## src/epog_pkg.sv

```systemverilog
// Shared constants for the energy pulse output generator
package epog_pkg;
  // Clock and timing
  localparam int CLK_KHZ = 250000; // Main clock rate in kHz
  localparam int SAMPLE_DIV = 8 * 256; // Clocks per sample
  localparam int CAL_MS = 1; // Trim pulse width
  localparam int MOT_MS = 200; // Motor pulse width
  localparam int LED_MS = 80; // Lamp pulse width
  localparam int CAL_CYC = CLK_KHZ * CAL_MS;
  localparam int MOT_CYC = CLK_KHZ * MOT_MS;
  localparam int LED_CYC = CLK_KHZ * LED_MS;
  localparam int MOT_GAP = 4; // Gap count; idle clocks between motor phases are one more
  localparam int TW = 28; // Width of pulse timers
  // Datapath widths
  localparam int SW = 16; // Raw sample
  localparam int FW = 18; // Filtered sample
  localparam int GW = 24; // Current after gain
  localparam int PW = 42; // Instantaneous power
  localparam int AW = 46; // Energy accumulator
  localparam int HP_K = 8; // High-pass pole shift
  localparam int DW = 10; // Output divider counters
  localparam int BASE_LOG = 9; // Base rate is 512 x 100 imp/kWh
  localparam int CAL_LOG = 3; // Trim multiple is 8 << code
  // Register offsets
  localparam logic [7:0] REG_STAGE_CFG = 8'h00;
  localparam logic [7:0] REG_STAGE_THR = 8'h04;
  localparam logic [7:0] REG_COMMIT = 8'h08;
  localparam logic [7:0] REG_STATUS = 8'h0c;
  localparam logic [7:0] REG_ACC = 8'h10;
  localparam logic [7:0] REG_EFF_CFG = 8'h14;
  // Configuration field layout
  localparam int F_GAIN = 0;
  localparam int F_CAL = 2;
  localparam int F_MON = 4;
  localparam int F_LED = 6;
  localparam int CFG_W = 9;
  localparam logic [1:0] PROG_MAX = 2'h2; // Programming occasions
  // Defaults and reserved codes
  localparam logic [1:0] GAIN_DEF = 2'h3;
  localparam logic [1:0] GAIN_RSV = 2'h1;
  localparam logic [1:0] CAL_DEF = 2'h1;
  localparam logic [1:0] MON_DEF = 2'h2;
  localparam logic [2:0] LED_DEF = 3'h5;
  localparam logic [2:0] LED_RSV = 3'h7;
  localparam logic [5:0] GAIN_X20 = 6'h14;
  localparam logic [5:0] GAIN_X16 = 6'h10;
  localparam logic [5:0] GAIN_X4 = 6'h04;
  localparam logic [31:0] THR_DEF = 32'h0100_0000; // Plain default
endpackage : epog_pkg

```

## src/energy_pulse_output_gen.sv

```systemverilog
// Energy accumulation, output pulse generation and settings store
//
// Our own choices: the register addresses and the plain strobed port.
`timescale 1ns/1ps
`default_nettype none

// ****************************************
// Offset-removing high-pass filter
// ****************************************
module epog_hpf
  import epog_pkg::*;
(
  input wire logic clk,
  input wire logic rst,
  input wire logic en,
  input wire logic signed [SW-1:0] x,
  output logic signed [FW-1:0] y
);
  logic signed [FW-1:0] xPrev_r; // Previous input
  // y = x - x' + y' - y'/2^k, same for both channels so no phase skew
  always_ff @(posedge clk) begin
    if (rst) begin
      xPrev_r <= '0;
      y <= '0;
    end else if (en) begin
      xPrev_r <= FW'(x);
      y <= FW'(x) - xPrev_r + y - (y >>> HP_K);
    end
  end
endmodule : epog_hpf

// ****************************************
// Pulse shaper with width, gap and half-period limit
// ****************************************
module epog_shaper
  import epog_pkg::*;
#(
  parameter int WIDTH = 4,
  parameter int GAP = 0,
  parameter bit HALF = 1'b0
) (
  input wire logic clk,
  input wire logic rst,
  input wire logic trig,
  output logic start,
  output logic pulse
);
  localparam logic [TW-1:0] W_T = TW'(WIDTH);
  localparam logic [TW-1:0] G_T = TW'(GAP);
  localparam logic [TW-1:0] P_MAX = TW'(2 * WIDTH);
  logic [TW-1:0] cnt_r; // Remaining high time
  logic [TW-1:0] gap_r; // Remaining forced idle
  logic [TW-1:0] per_r; // Clocks since last start
  logic pend_r; // Trigger waiting for idle
  logic [TW-1:0] half; // Half of last period
  logic [TW-1:0] wNxt; // Width for next pulse
  assign half = per_r >> 1;
  assign start = (trig | pend_r) & ~pulse & (gap_r == '0);
  // Short spacing falls back to 50% duty, never below one clock
  always_comb begin
    wNxt = W_T;
    if (HALF && half < W_T) begin
      wNxt = (half == '0) ? TW'(1) : half;
    end
  end
  // Period measurement, saturating so slow rates keep full width
  always_ff @(posedge clk) begin
    if (rst) begin
      per_r <= P_MAX;
    end else if (start) begin
      per_r <= '0;
    end else if (per_r != P_MAX) begin
      per_r <= per_r + TW'(1);
    end
  end
  // Pulse timing; one trigger may wait, a second one is merged
  always_ff @(posedge clk) begin
    if (rst) begin
      pulse <= 1'b0;
      cnt_r <= '0;
      gap_r <= '0;
      pend_r <= 1'b0;
    end else begin
      if (start) begin
        pulse <= 1'b1;
        cnt_r <= wNxt;
        pend_r <= 1'b0;
      end else begin
        if (trig) begin
          pend_r <= 1'b1;
        end
        if (pulse) begin
          cnt_r <= cnt_r - TW'(1);
          if (cnt_r == TW'(1)) begin
            pulse <= 1'b0;
            gap_r <= G_T;
          end
        end else if (gap_r != '0) begin
          gap_r <= gap_r - TW'(1);
        end
      end
    end
  end
endmodule : epog_shaper

// ****************************************
// Top level
// ****************************************
// Notes on behaviour
// - Gain code 11/10/00 gives 20/16/4
// - Unprogrammed gain code means gain 20
// - Sample every 2048 main clocks
// - Add energy each sample, compare threshold
// - Above threshold: pulse, subtract, keep remainder
// - All outputs from one energy stream
// - Trim rate is motor rate times 8..64
// - Unprogrammed trim rate is motor times 16
// - Trim pulse is high for 1 ms
// - Motor rate 100/200/400/800 per kWh
// - Unprogrammed motor rate is 400 per kWh
// - Motor pair drives stepper by difference
// - Motor pulse 200 ms, else 50% duty
// - Lamp rate 100 to 6400 per kWh
// - Lamp rate depends on its own code
// - Unprogrammed lamp rate is 3200 per kWh
// - Lamp pulse 80 ms, else 50% duty
// - Settings may be programmed twice
// - Identical high-pass filters on both channels
// - Direction low drops negative energy
// - Bidirectional indicator updates on trim/lamp pulse
// - Five idle clocks at least between motor phases
module energy_pulse_output_gen
  import epog_pkg::*;
#(
  parameter int CAL_CYCLES = CAL_CYC,
  parameter int MOT_CYCLES = MOT_CYC,
  parameter int LED_CYCLES = LED_CYC
) (
  input wire logic clk,
  input wire logic rst,
  input wire logic signed [SW-1:0] voltageSample,
  input wire logic signed [SW-1:0] currentSample,
  input wire logic direction_mode_in,
  input wire logic [7:0] addr,
  input wire logic [31:0] wrData,
  input wire logic wrEn,
  input wire logic rdEn,
  output logic [31:0] rdData,
  output logic calPulseOut,
  output logic motor_drive_pos,
  output logic motorDriveNeg,
  output logic lampPulseOut,
  output logic direction_indicator_out
);
  // ****************************************
  // Settings store
  // ****************************************
  logic [CFG_W-1:0] stCfg_r; // Staged codes
  logic [31:0] stThr_r; // Staged threshold
  logic [CFG_W-1:0] nvCfg_r; // Committed codes
  logic [31:0] nvThr_r; // Committed threshold
  logic [1:0] progCnt_r; // Occasions used
  logic programmed; // Any commit made
  logic [1:0] gainCode, calCode, monCode;
  logic [2:0] ledCode;
  logic [31:0] thr; // Effective threshold
  assign programmed = progCnt_r != 2'h0;
  // Staging and commit; third commit is ignored
  always_ff @(posedge clk) begin
    if (rst) begin
      stCfg_r <= '0;
      stThr_r <= THR_DEF;
      nvCfg_r <= '0;
      nvThr_r <= THR_DEF;
      progCnt_r <= 2'h0;
    end else if (wrEn) begin
      if (addr == REG_STAGE_CFG) begin
        stCfg_r <= wrData[CFG_W-1:0];
      end
      if (addr == REG_STAGE_THR) begin
        stThr_r <= wrData;
      end
      if (addr == REG_COMMIT && progCnt_r < PROG_MAX) begin
        nvCfg_r <= stCfg_r;
        nvThr_r <= stThr_r;
        progCnt_r <= progCnt_r + 2'h1;
      end
    end
  end
  // Effective codes with defaults and reserved fallbacks
  always_comb begin
    gainCode = nvCfg_r[F_GAIN +: 2];
    if (!programmed || gainCode == GAIN_RSV) begin
      gainCode = GAIN_DEF;
    end
    ledCode = nvCfg_r[F_LED +: 3];
    if (!programmed || ledCode == LED_RSV) begin
      ledCode = LED_DEF;
    end
    calCode = programmed ? nvCfg_r[F_CAL +: 2] : CAL_DEF;
    monCode = programmed ? nvCfg_r[F_MON +: 2] : MON_DEF;
    thr = programmed ? nvThr_r : THR_DEF;
  end

  // ****************************************
  // Sample timing and direction input
  // ****************************************
  logic [10:0] divCnt_r; // Sample divider
  logic tick; // One clock per sample
  logic dirS1_r, dirMode_r; // Pin synchroniser
  assign tick = divCnt_r == 11'(SAMPLE_DIV - 1);
  // Free-running sample divider
  always_ff @(posedge clk) begin
    if (rst) begin
      divCnt_r <= '0;
    end else begin
      divCnt_r <= tick ? '0 : divCnt_r + 11'h1;
    end
  end
  // Direction mode pin crosses in; reset to bidirectional
  always_ff @(posedge clk) begin
    if (rst) begin
      dirS1_r <= 1'b1;
      dirMode_r <= 1'b1;
    end else begin
      dirS1_r <= direction_mode_in;
      dirMode_r <= dirS1_r;
    end
  end

  // ****************************************
  // Filters, gain and power
  // ****************************************
  logic signed [FW-1:0] fV, fI; // Filtered channels
  logic [5:0] gainF; // Gain factor
  logic signed [GW-1:0] gainedI;
  logic signed [PW-1:0] power;
  logic neg; // Negative energy this sample
  logic [PW-1:0] mag, addV; // Magnitude, amount added
  logic [AW-1:0] acc_r, accSum;
  logic basePulse_r; // One quantum crossed
  // Same filter for both channels
  epog_hpf uHpfV (.clk(clk), .rst(rst), .en(tick), .x(voltageSample), .y(fV));
  epog_hpf uHpfI (.clk(clk), .rst(rst), .en(tick), .x(currentSample), .y(fI));
  // Gain selection
  always_comb begin
    case (gainCode)
      2'h3: gainF = GAIN_X20;
      2'h2: gainF = GAIN_X16;
      2'h0: gainF = GAIN_X4;
      default: gainF = GAIN_X20;
    endcase
  end
  assign gainedI = fI * $signed({1'b0, gainF});
  assign power = fV * gainedI;
  assign neg = power < 0;
  assign mag = neg ? PW'(-power) : PW'(power);
  assign addV = (neg && !dirMode_r) ? '0 : mag;
  assign accSum = acc_r + AW'(addV);
  // Accumulate and subtract one quantum, keeping the rest
  always_ff @(posedge clk) begin
    if (rst) begin
      acc_r <= '0;
      basePulse_r <= 1'b0;
    end else begin
      basePulse_r <= 1'b0;
      if (tick) begin
        if (accSum > AW'(thr)) begin
          acc_r <= accSum - AW'(thr);
          basePulse_r <= 1'b1;
        end else begin
          acc_r <= accSum;
        end
      end
    end
  end

  // ****************************************
  // Rate dividers: 0 trim, 1 motor, 2 lamp
  // ****************************************
  logic [3:0] shf [3]; // Log2 of division
  logic [DW-1:0] divC_r [3];
  logic fire_r [3]; // Divided pulse
  // Quantum is 51200 imp/kWh, so all rates are power-of-two divides
  always_comb begin
    shf[0] = 4'(BASE_LOG - CAL_LOG) - 4'(monCode) - 4'(calCode);
    shf[1] = 4'(BASE_LOG) - 4'(monCode);
    shf[2] = 4'(BASE_LOG) - 4'(ledCode);
  end
  // One quantum stream feeds every divider
  always_ff @(posedge clk) begin
    for (int k = 0; k < 3; k++) begin
      if (rst) begin
        divC_r[k] <= '0;
        fire_r[k] <= 1'b0;
      end else begin
        fire_r[k] <= 1'b0;
        if (basePulse_r) begin
          if (divC_r[k] >= (DW'(1) << shf[k]) - DW'(1)) begin
            divC_r[k] <= '0;
            fire_r[k] <= 1'b1;
          end else begin
            divC_r[k] <= divC_r[k] + DW'(1);
          end
        end
      end
    end
  end

  // ****************************************
  // Output shaping
  // ****************************************
  logic calStart, motStart, motPulse, ledStart;
  logic motSel_r; // Phase of current or last motor step, 1 = positive
  epog_shaper #(.WIDTH(CAL_CYCLES), .GAP(0), .HALF(1'b0)) uCal (
    .clk(clk), .rst(rst), .trig(fire_r[0]), .start(calStart), .pulse(calPulseOut));
  epog_shaper #(.WIDTH(MOT_CYCLES), .GAP(MOT_GAP), .HALF(1'b1)) uMot (
    .clk(clk), .rst(rst), .trig(fire_r[1]), .start(motStart), .pulse(motPulse));
  epog_shaper #(.WIDTH(LED_CYCLES), .GAP(0), .HALF(1'b1)) uLed (
    .clk(clk), .rst(rst), .trig(fire_r[2]), .start(ledStart), .pulse(lampPulseOut));
  // Motor steps alternate; both phases lag the shaper by one clock
  always_ff @(posedge clk) begin
    if (rst) begin
      motSel_r <= 1'b0;
      motor_drive_pos <= 1'b0;
      motorDriveNeg <= 1'b0;
    end else begin
      if (motStart) begin
        motSel_r <= ~motSel_r;
      end
      motor_drive_pos <= motPulse & motSel_r;
      motorDriveNeg <= motPulse & ~motSel_r;
    end
  end

  // ****************************************
  // Direction indicator
  // ****************************************
  logic lastNeg_r; // Sign of last nonzero sample
  // Bidirectional shows sign only at visible pulses to avoid flicker
  always_ff @(posedge clk) begin
    if (rst) begin
      lastNeg_r <= 1'b0;
      direction_indicator_out <= 1'b0;
    end else begin
      if (tick && mag != '0) begin
        lastNeg_r <= neg;
      end
      if (dirMode_r) begin
        if (calStart || ledStart) begin
          direction_indicator_out <= lastNeg_r;
        end
      end else if (tick && mag != '0) begin
        direction_indicator_out <= neg;
      end
    end
  end

  // ****************************************
  // Register reads
  // ****************************************
  // Read data valid the clock after the strobe, zero otherwise
  always_ff @(posedge clk) begin
    if (rst) begin
      rdData <= '0;
    end else begin
      rdData <= '0;
      if (rdEn) begin
        case (addr)
          REG_STAGE_CFG: rdData <= 32'(stCfg_r);
          REG_STAGE_THR: rdData <= stThr_r;
          REG_COMMIT: rdData <= 32'(progCnt_r);
          REG_STATUS: rdData <= 32'({programmed, dirMode_r,
                                     direction_indicator_out, progCnt_r});
          REG_ACC: rdData <= acc_r[31:0];
          REG_EFF_CFG: rdData <= 32'({ledCode, monCode, calCode, gainCode});
          default: rdData <= '0;
        endcase
      end
    end
  end

  // ****************************************
  // Checks
  // ****************************************
  logic [11:0] sinceTick_r; // Clocks since last sample
  always_ff @(posedge clk) begin
    if (rst) begin
      sinceTick_r <= '0;
    end else begin
      sinceTick_r <= tick ? '0 : sinceTick_r + 12'h1;
    end
  end
endmodule : energy_pulse_output_gen
`default_nettype wire

```

## config.mk

```make
export PLATFORM = sky130hd
export DESIGN_NAME = energy_pulse_output_gen
export DESIGN_NICKNAME = d
export VERILOG_FILES = /design/src/epog_pkg.sv /design/src/energy_pulse_output_gen.sv
export SDC_FILE = /design/constraint.sdc
export NUM_CORES = 2
export LEC_CHECK = 0
export BUFFER_PORTS_ARGS = -buffer_cell sky130_fd_sc_hd__buf_2
export CAP_MARGIN = 20
export CORE_ASPECT_RATIO = 0.75
export CORE_UTILIZATION = 48
export CTS_BUF_LIST = sky130_fd_sc_hd__clkbuf_16
export DETAILED_ROUTE_END_ITERATION = 10
export REMOVE_ABC_BUFFERS = 1
export SETUP_SLACK_MARGIN = 0.2
export SLEW_MARGIN = 20
export SYNTH_ARGS = -nofsm -noshare
export SYNTH_HDL_FRONTEND = slang
export SYNTH_SLANG_ARGS = --single-unit
```

## constraint.sdc

```tcl
create_clock -name clk -period 37.8 [get_ports clk]
set_input_delay 0 -clock clk [delete_from_list [all_inputs] [get_ports clk]]
set_output_delay 0 -clock clk [all_outputs]
set_load 0.01 [all_outputs]
```

==> impl_metrics.tcl <==
set metrics [dict create \
    outcome "finished clean" \
    clkLatencyLatePin_ns 0.66 \
    async_flop_share_pct 0 \
    worst_pin_slew_ns 1.10 \
    synth_commonest_cells "713 x nand2_1, 596 x inv_1, 585 x nor2_1" \
    placed_area_mm2 0.0496 \
    totalNegativeSetupSlack_ns 0 \
    fill_cells 9428 \
    ys_ff_latch 512 \
    p_sw_w 0.000540 \
    fmax_ghz 0.0520 \
    critPathCaptureType "flip-flop" \
    die_x_um 367 \
    post_cts_buffers 0 \
    p_per_area_mw_per_mm2 31.0 \
    area_delta_synth_final_pct 9.93 \
    antenna_left 0 \
    reg2reg_depth 69 \
    crit_type "flip-flop to flip-flop" \
    synthSimpleGateAreaFrac_pct 21.8 \
    final_max_slew_viol_count 0 \
    htreeDepth 2 \
    fin_hold_ws_ns 0.0696 \
    final-setup-viol-count 0 \
    synth_top_family_by_area "adder cells" \
    antenna_found_initial 4 \
    vias 39900 \
    crit_start "progCnt_r[1]$_SDFFE_PP0P_" \
    switching_share_pct 33.1 \
    slowest_stage "fa_1" \
    r2r-start "progCnt_r[1]$_SDFFE_PP0P_" \
    drive_gt1_share_pct 5.84 \
    crit_family "compound AO/OA/AOI/OAI gates" \
    rsz0062_at_grt "false" \
    p_comb_share_pct 25.3 \
    fin_skew_ns 0.0644 \
    relSlewSlack_pct 26.5 \
    crit_fanout 51 \
    totalWireLength_mm 127 \
    portBuffers 113 \
    final_area_mm2 0.0526 \
    max_stage_delay_ns 0.75 \
    reg2reg_slack_ns 18.57 \
    grt_first_pass_wirelength_mm 210 \
    grtUsageTotal_pct 25.4 \
    worstSetupPathDepth 69 \
    pwr-share-seq_pct 39.6 \
    yosysWarnings 0 \
    hold_viol_final 0 \
    ios 114 \
    clockRootBuffer "clkbuf_16" \
    grt_max_degree 84 \
    r2r_end "acc_r[2]$_SDFFE_PP0N_" \
    cts_buffer_depth 3 \
    syn_inst 5826 \
    min_delay_path_depth 3 \
    arrival_ns 19.74 \
    endpoint "acc_r[2]$_SDFFE_PP0N_" \
    grt_overflow 0 \
    avgSynthCellArea_um2 8.21 \
    drc_errors 0 \
    cts_resized 0 \
    critPathBufInv 8 \
    synthAdderAreaFrac_pct 27.4 \
    muxShareOfSynthArea_pct 1.07 \
    worstSetupStartpointType "flip-flop" \
    synth_most_common_cell "nand2_1" \
    synth_top_cell_area_share_pct 20.1 \
    cts_hold_buf 98 \
    ys_types 102 \
    maxCapViolations 0 \
    vdd_ir_drop_max_v 0.0000359 \
    rows 99 \
    synth_enable_flop_cells 31 \
    syn-cell-area_mm2 0.0478 \
    fin_util_pct 53.7 \
    post-route-period-util_pct 50.9 \
    p_leak_nw 23.0 \
    ys.flop_type "dfxtp_1" \
    drt_iter0_markers 2673 \
    nets 6739 \
    cts_tree "built" \
    worstPathRequired_ns 38.31 \
    ys_seq_area_share_pct 22.1 \
    dp_hpwl_mm 96.4 \
    fp.dieH_um 275 \
    grt_pass1_vias 38800 \
    finalWeightedCongestion 0.926 \
    pwr-share-clk_pct 35.1 \
    intPower_w 0.00109 \
    fin_crit_ns 19.23 \
    hold_class "primary input to flip-flop" \
    cts.sinks 512 \
    start_util_pct 48.8 \
    dieArea_mm2 0.101 \
    synth_xor_area_share_pct 6.49 \
    first_pass_iters 5 \
    cts_buffers 56 \
    wl_per_cell_um 17.4 \
    core_area_mm2 0.0980 \
    path_clk_slew_ns 0.06 \
    synth.largest_area_cell "dfxtp_1" \
    synth_compound_area_share_pct 14.3 \
    viasPerCell 5.50 \
    synth.area.top_cells "dfxtp_1 20%, fa_1 19%, ha_1 8.1%" \
]
## layout by cell type (no fill, tap or decap), types with 23 or more instances in the layout
cell and count:
a31oi_1 34, and2_1 199, nand2_1 712, o21bai_1 30, o21a_1 23, a211oi_1 91
or2_2 23, nand2b_1 74, buf_2 112, clkbuf_16 56, o31ai_1 24, inv_1 607
a21o_1 103, a21oi_1 389, ha_1 309, dlygate4sd3_1 98, nor2_1 583, o22ai_1 24
nand4_1 41, and3_1 56, xnor2_1 215, nand3_1 93, or3_1 49, dfxtp_1 481
nor3_1 167, o211ai_1 23, o21ai_0 158, nor4_1 59, edfxtp_1 31, fa_1 460
buf_4 62, xor2_1 127, nor2b_1 38, a22oi_1 32, mux2i_1 32
## cell families (layout without fill, tap and decap cells)
group	Yosys count	in the layout
AOI/OAI and AO/OA	1078	1078
xor gates and xnor gates	353	353
adders and majority gates	773	773
buffers and inverters	864	976
DFF	512	512
muxes	45	45
other	2	4
and+or+nand+nor	2199	2199
## sequential cells by signal (all words and copies together), names as in the netlist, 9 cells and up
name,cells
uHpfV.y,18
uMot.gap_r,28
rdData,32
uMot.per_r,28
uLed.per_r,28
nvThr_r,32
uMot.cnt_r,28
uCal.cnt_r,28
nvCfg_r,9
stCfg_r,9
divC_r,30
uHpfI.y,18
uLed.gap_r,28
uHpfI.xPrev_r,16
uHpfV.xPrev_r,16
uLed.cnt_r,28
acc_r,46
uCal.gap_r,28
stThr_r,32
divCnt_r,11
## worst register-to-register path: cells and delay by family (launching register included)
family | cells | cell delay (ns)
AO/OA/AOI/OAI | 27 | 6.60
AND/OR/NAND/NOR | 17 | 3.89
multiplexers | 1 | 0.38
adder cells (fa/ha/maj) | 13 | 5.45
flip-flops | 1 | 0.41
buffers and inverters | 8 | 1.67
XOR/XNOR | 3 | 0.66
## metal layers
layer | track usage (%) | vias up | share of wire (%) | wire (um)
li1 | - | 19600 | - | -
met1 | 39.3 | 19200 | 51 | 64100
met2 | 37.1 | 1018 | 41 | 51900
met3 | 3.48 | 136 | 6.4 | 8040
met4 | 5.46 | 0 | 2.0 | 2540
met5 | 0 | - | 0 | 0
## how the worst min path moves through the flow
| stage | slack [ns] | startpoint | endpoint |
|---|---|---|---|
| floorplan | 0.06 | rst | direction_indicator_out$_SDFFE_PP0P_ |
| global placement | 0.20 | direction_mode_in | dirS1_r$_SDFF_PP1_ |
| detailed placement | 0.20 | direction_mode_in | dirS1_r$_SDFF_PP1_ |
| CTS | 0.04 | direction_mode_in | dirS1_r$_SDFF_PP1_ |
| global route | 0.08 | direction_mode_in | dirS1_r$_SDFF_PP1_ |
| finish | 0.07 | direction_mode_in | dirS1_r$_SDFF_PP1_ |
## through the flow
step           setup WS, ns  instances  power, W
6_report              18.57       7253   0.00163
5_1_grt               17.18       7253   0.00174
4_1_cts               18.69       7250   0.00164
3_5_place_dp          18.79       7048   0.00106
3_3_place_gp          19.20       7048   0.00105
2_1_floorplan         18.51       5560  0.000960
## area by class of cell
class	instances	area [um2]	area share [%]
Multi-Input combinational cell	4451	34200	65.0
Sequential cell	512	10600	20.1
Inverter	597	2240	4.26
Timing Repair Buffer	275	2050	3.90
Tap cell	1313	1640	3.12
Clock buffer	56	1400	2.66
Clock inverter	48	512	0.973
Antenna cell	1	2.50	0.00476
## power by group through the flow
stage               Sequential [W]  Combinational, W  Clock [W]
detailed placement        0.000655          0.000403          0
finish                    0.000646          0.000413   0.000572
global route              0.000653          0.000472   0.000610
floorplan                 0.000645          0.000315          0
CTS                       0.000645          0.000411   0.000588
global placement          0.000654          0.000397          0
(Power assumes the default switching activity.)
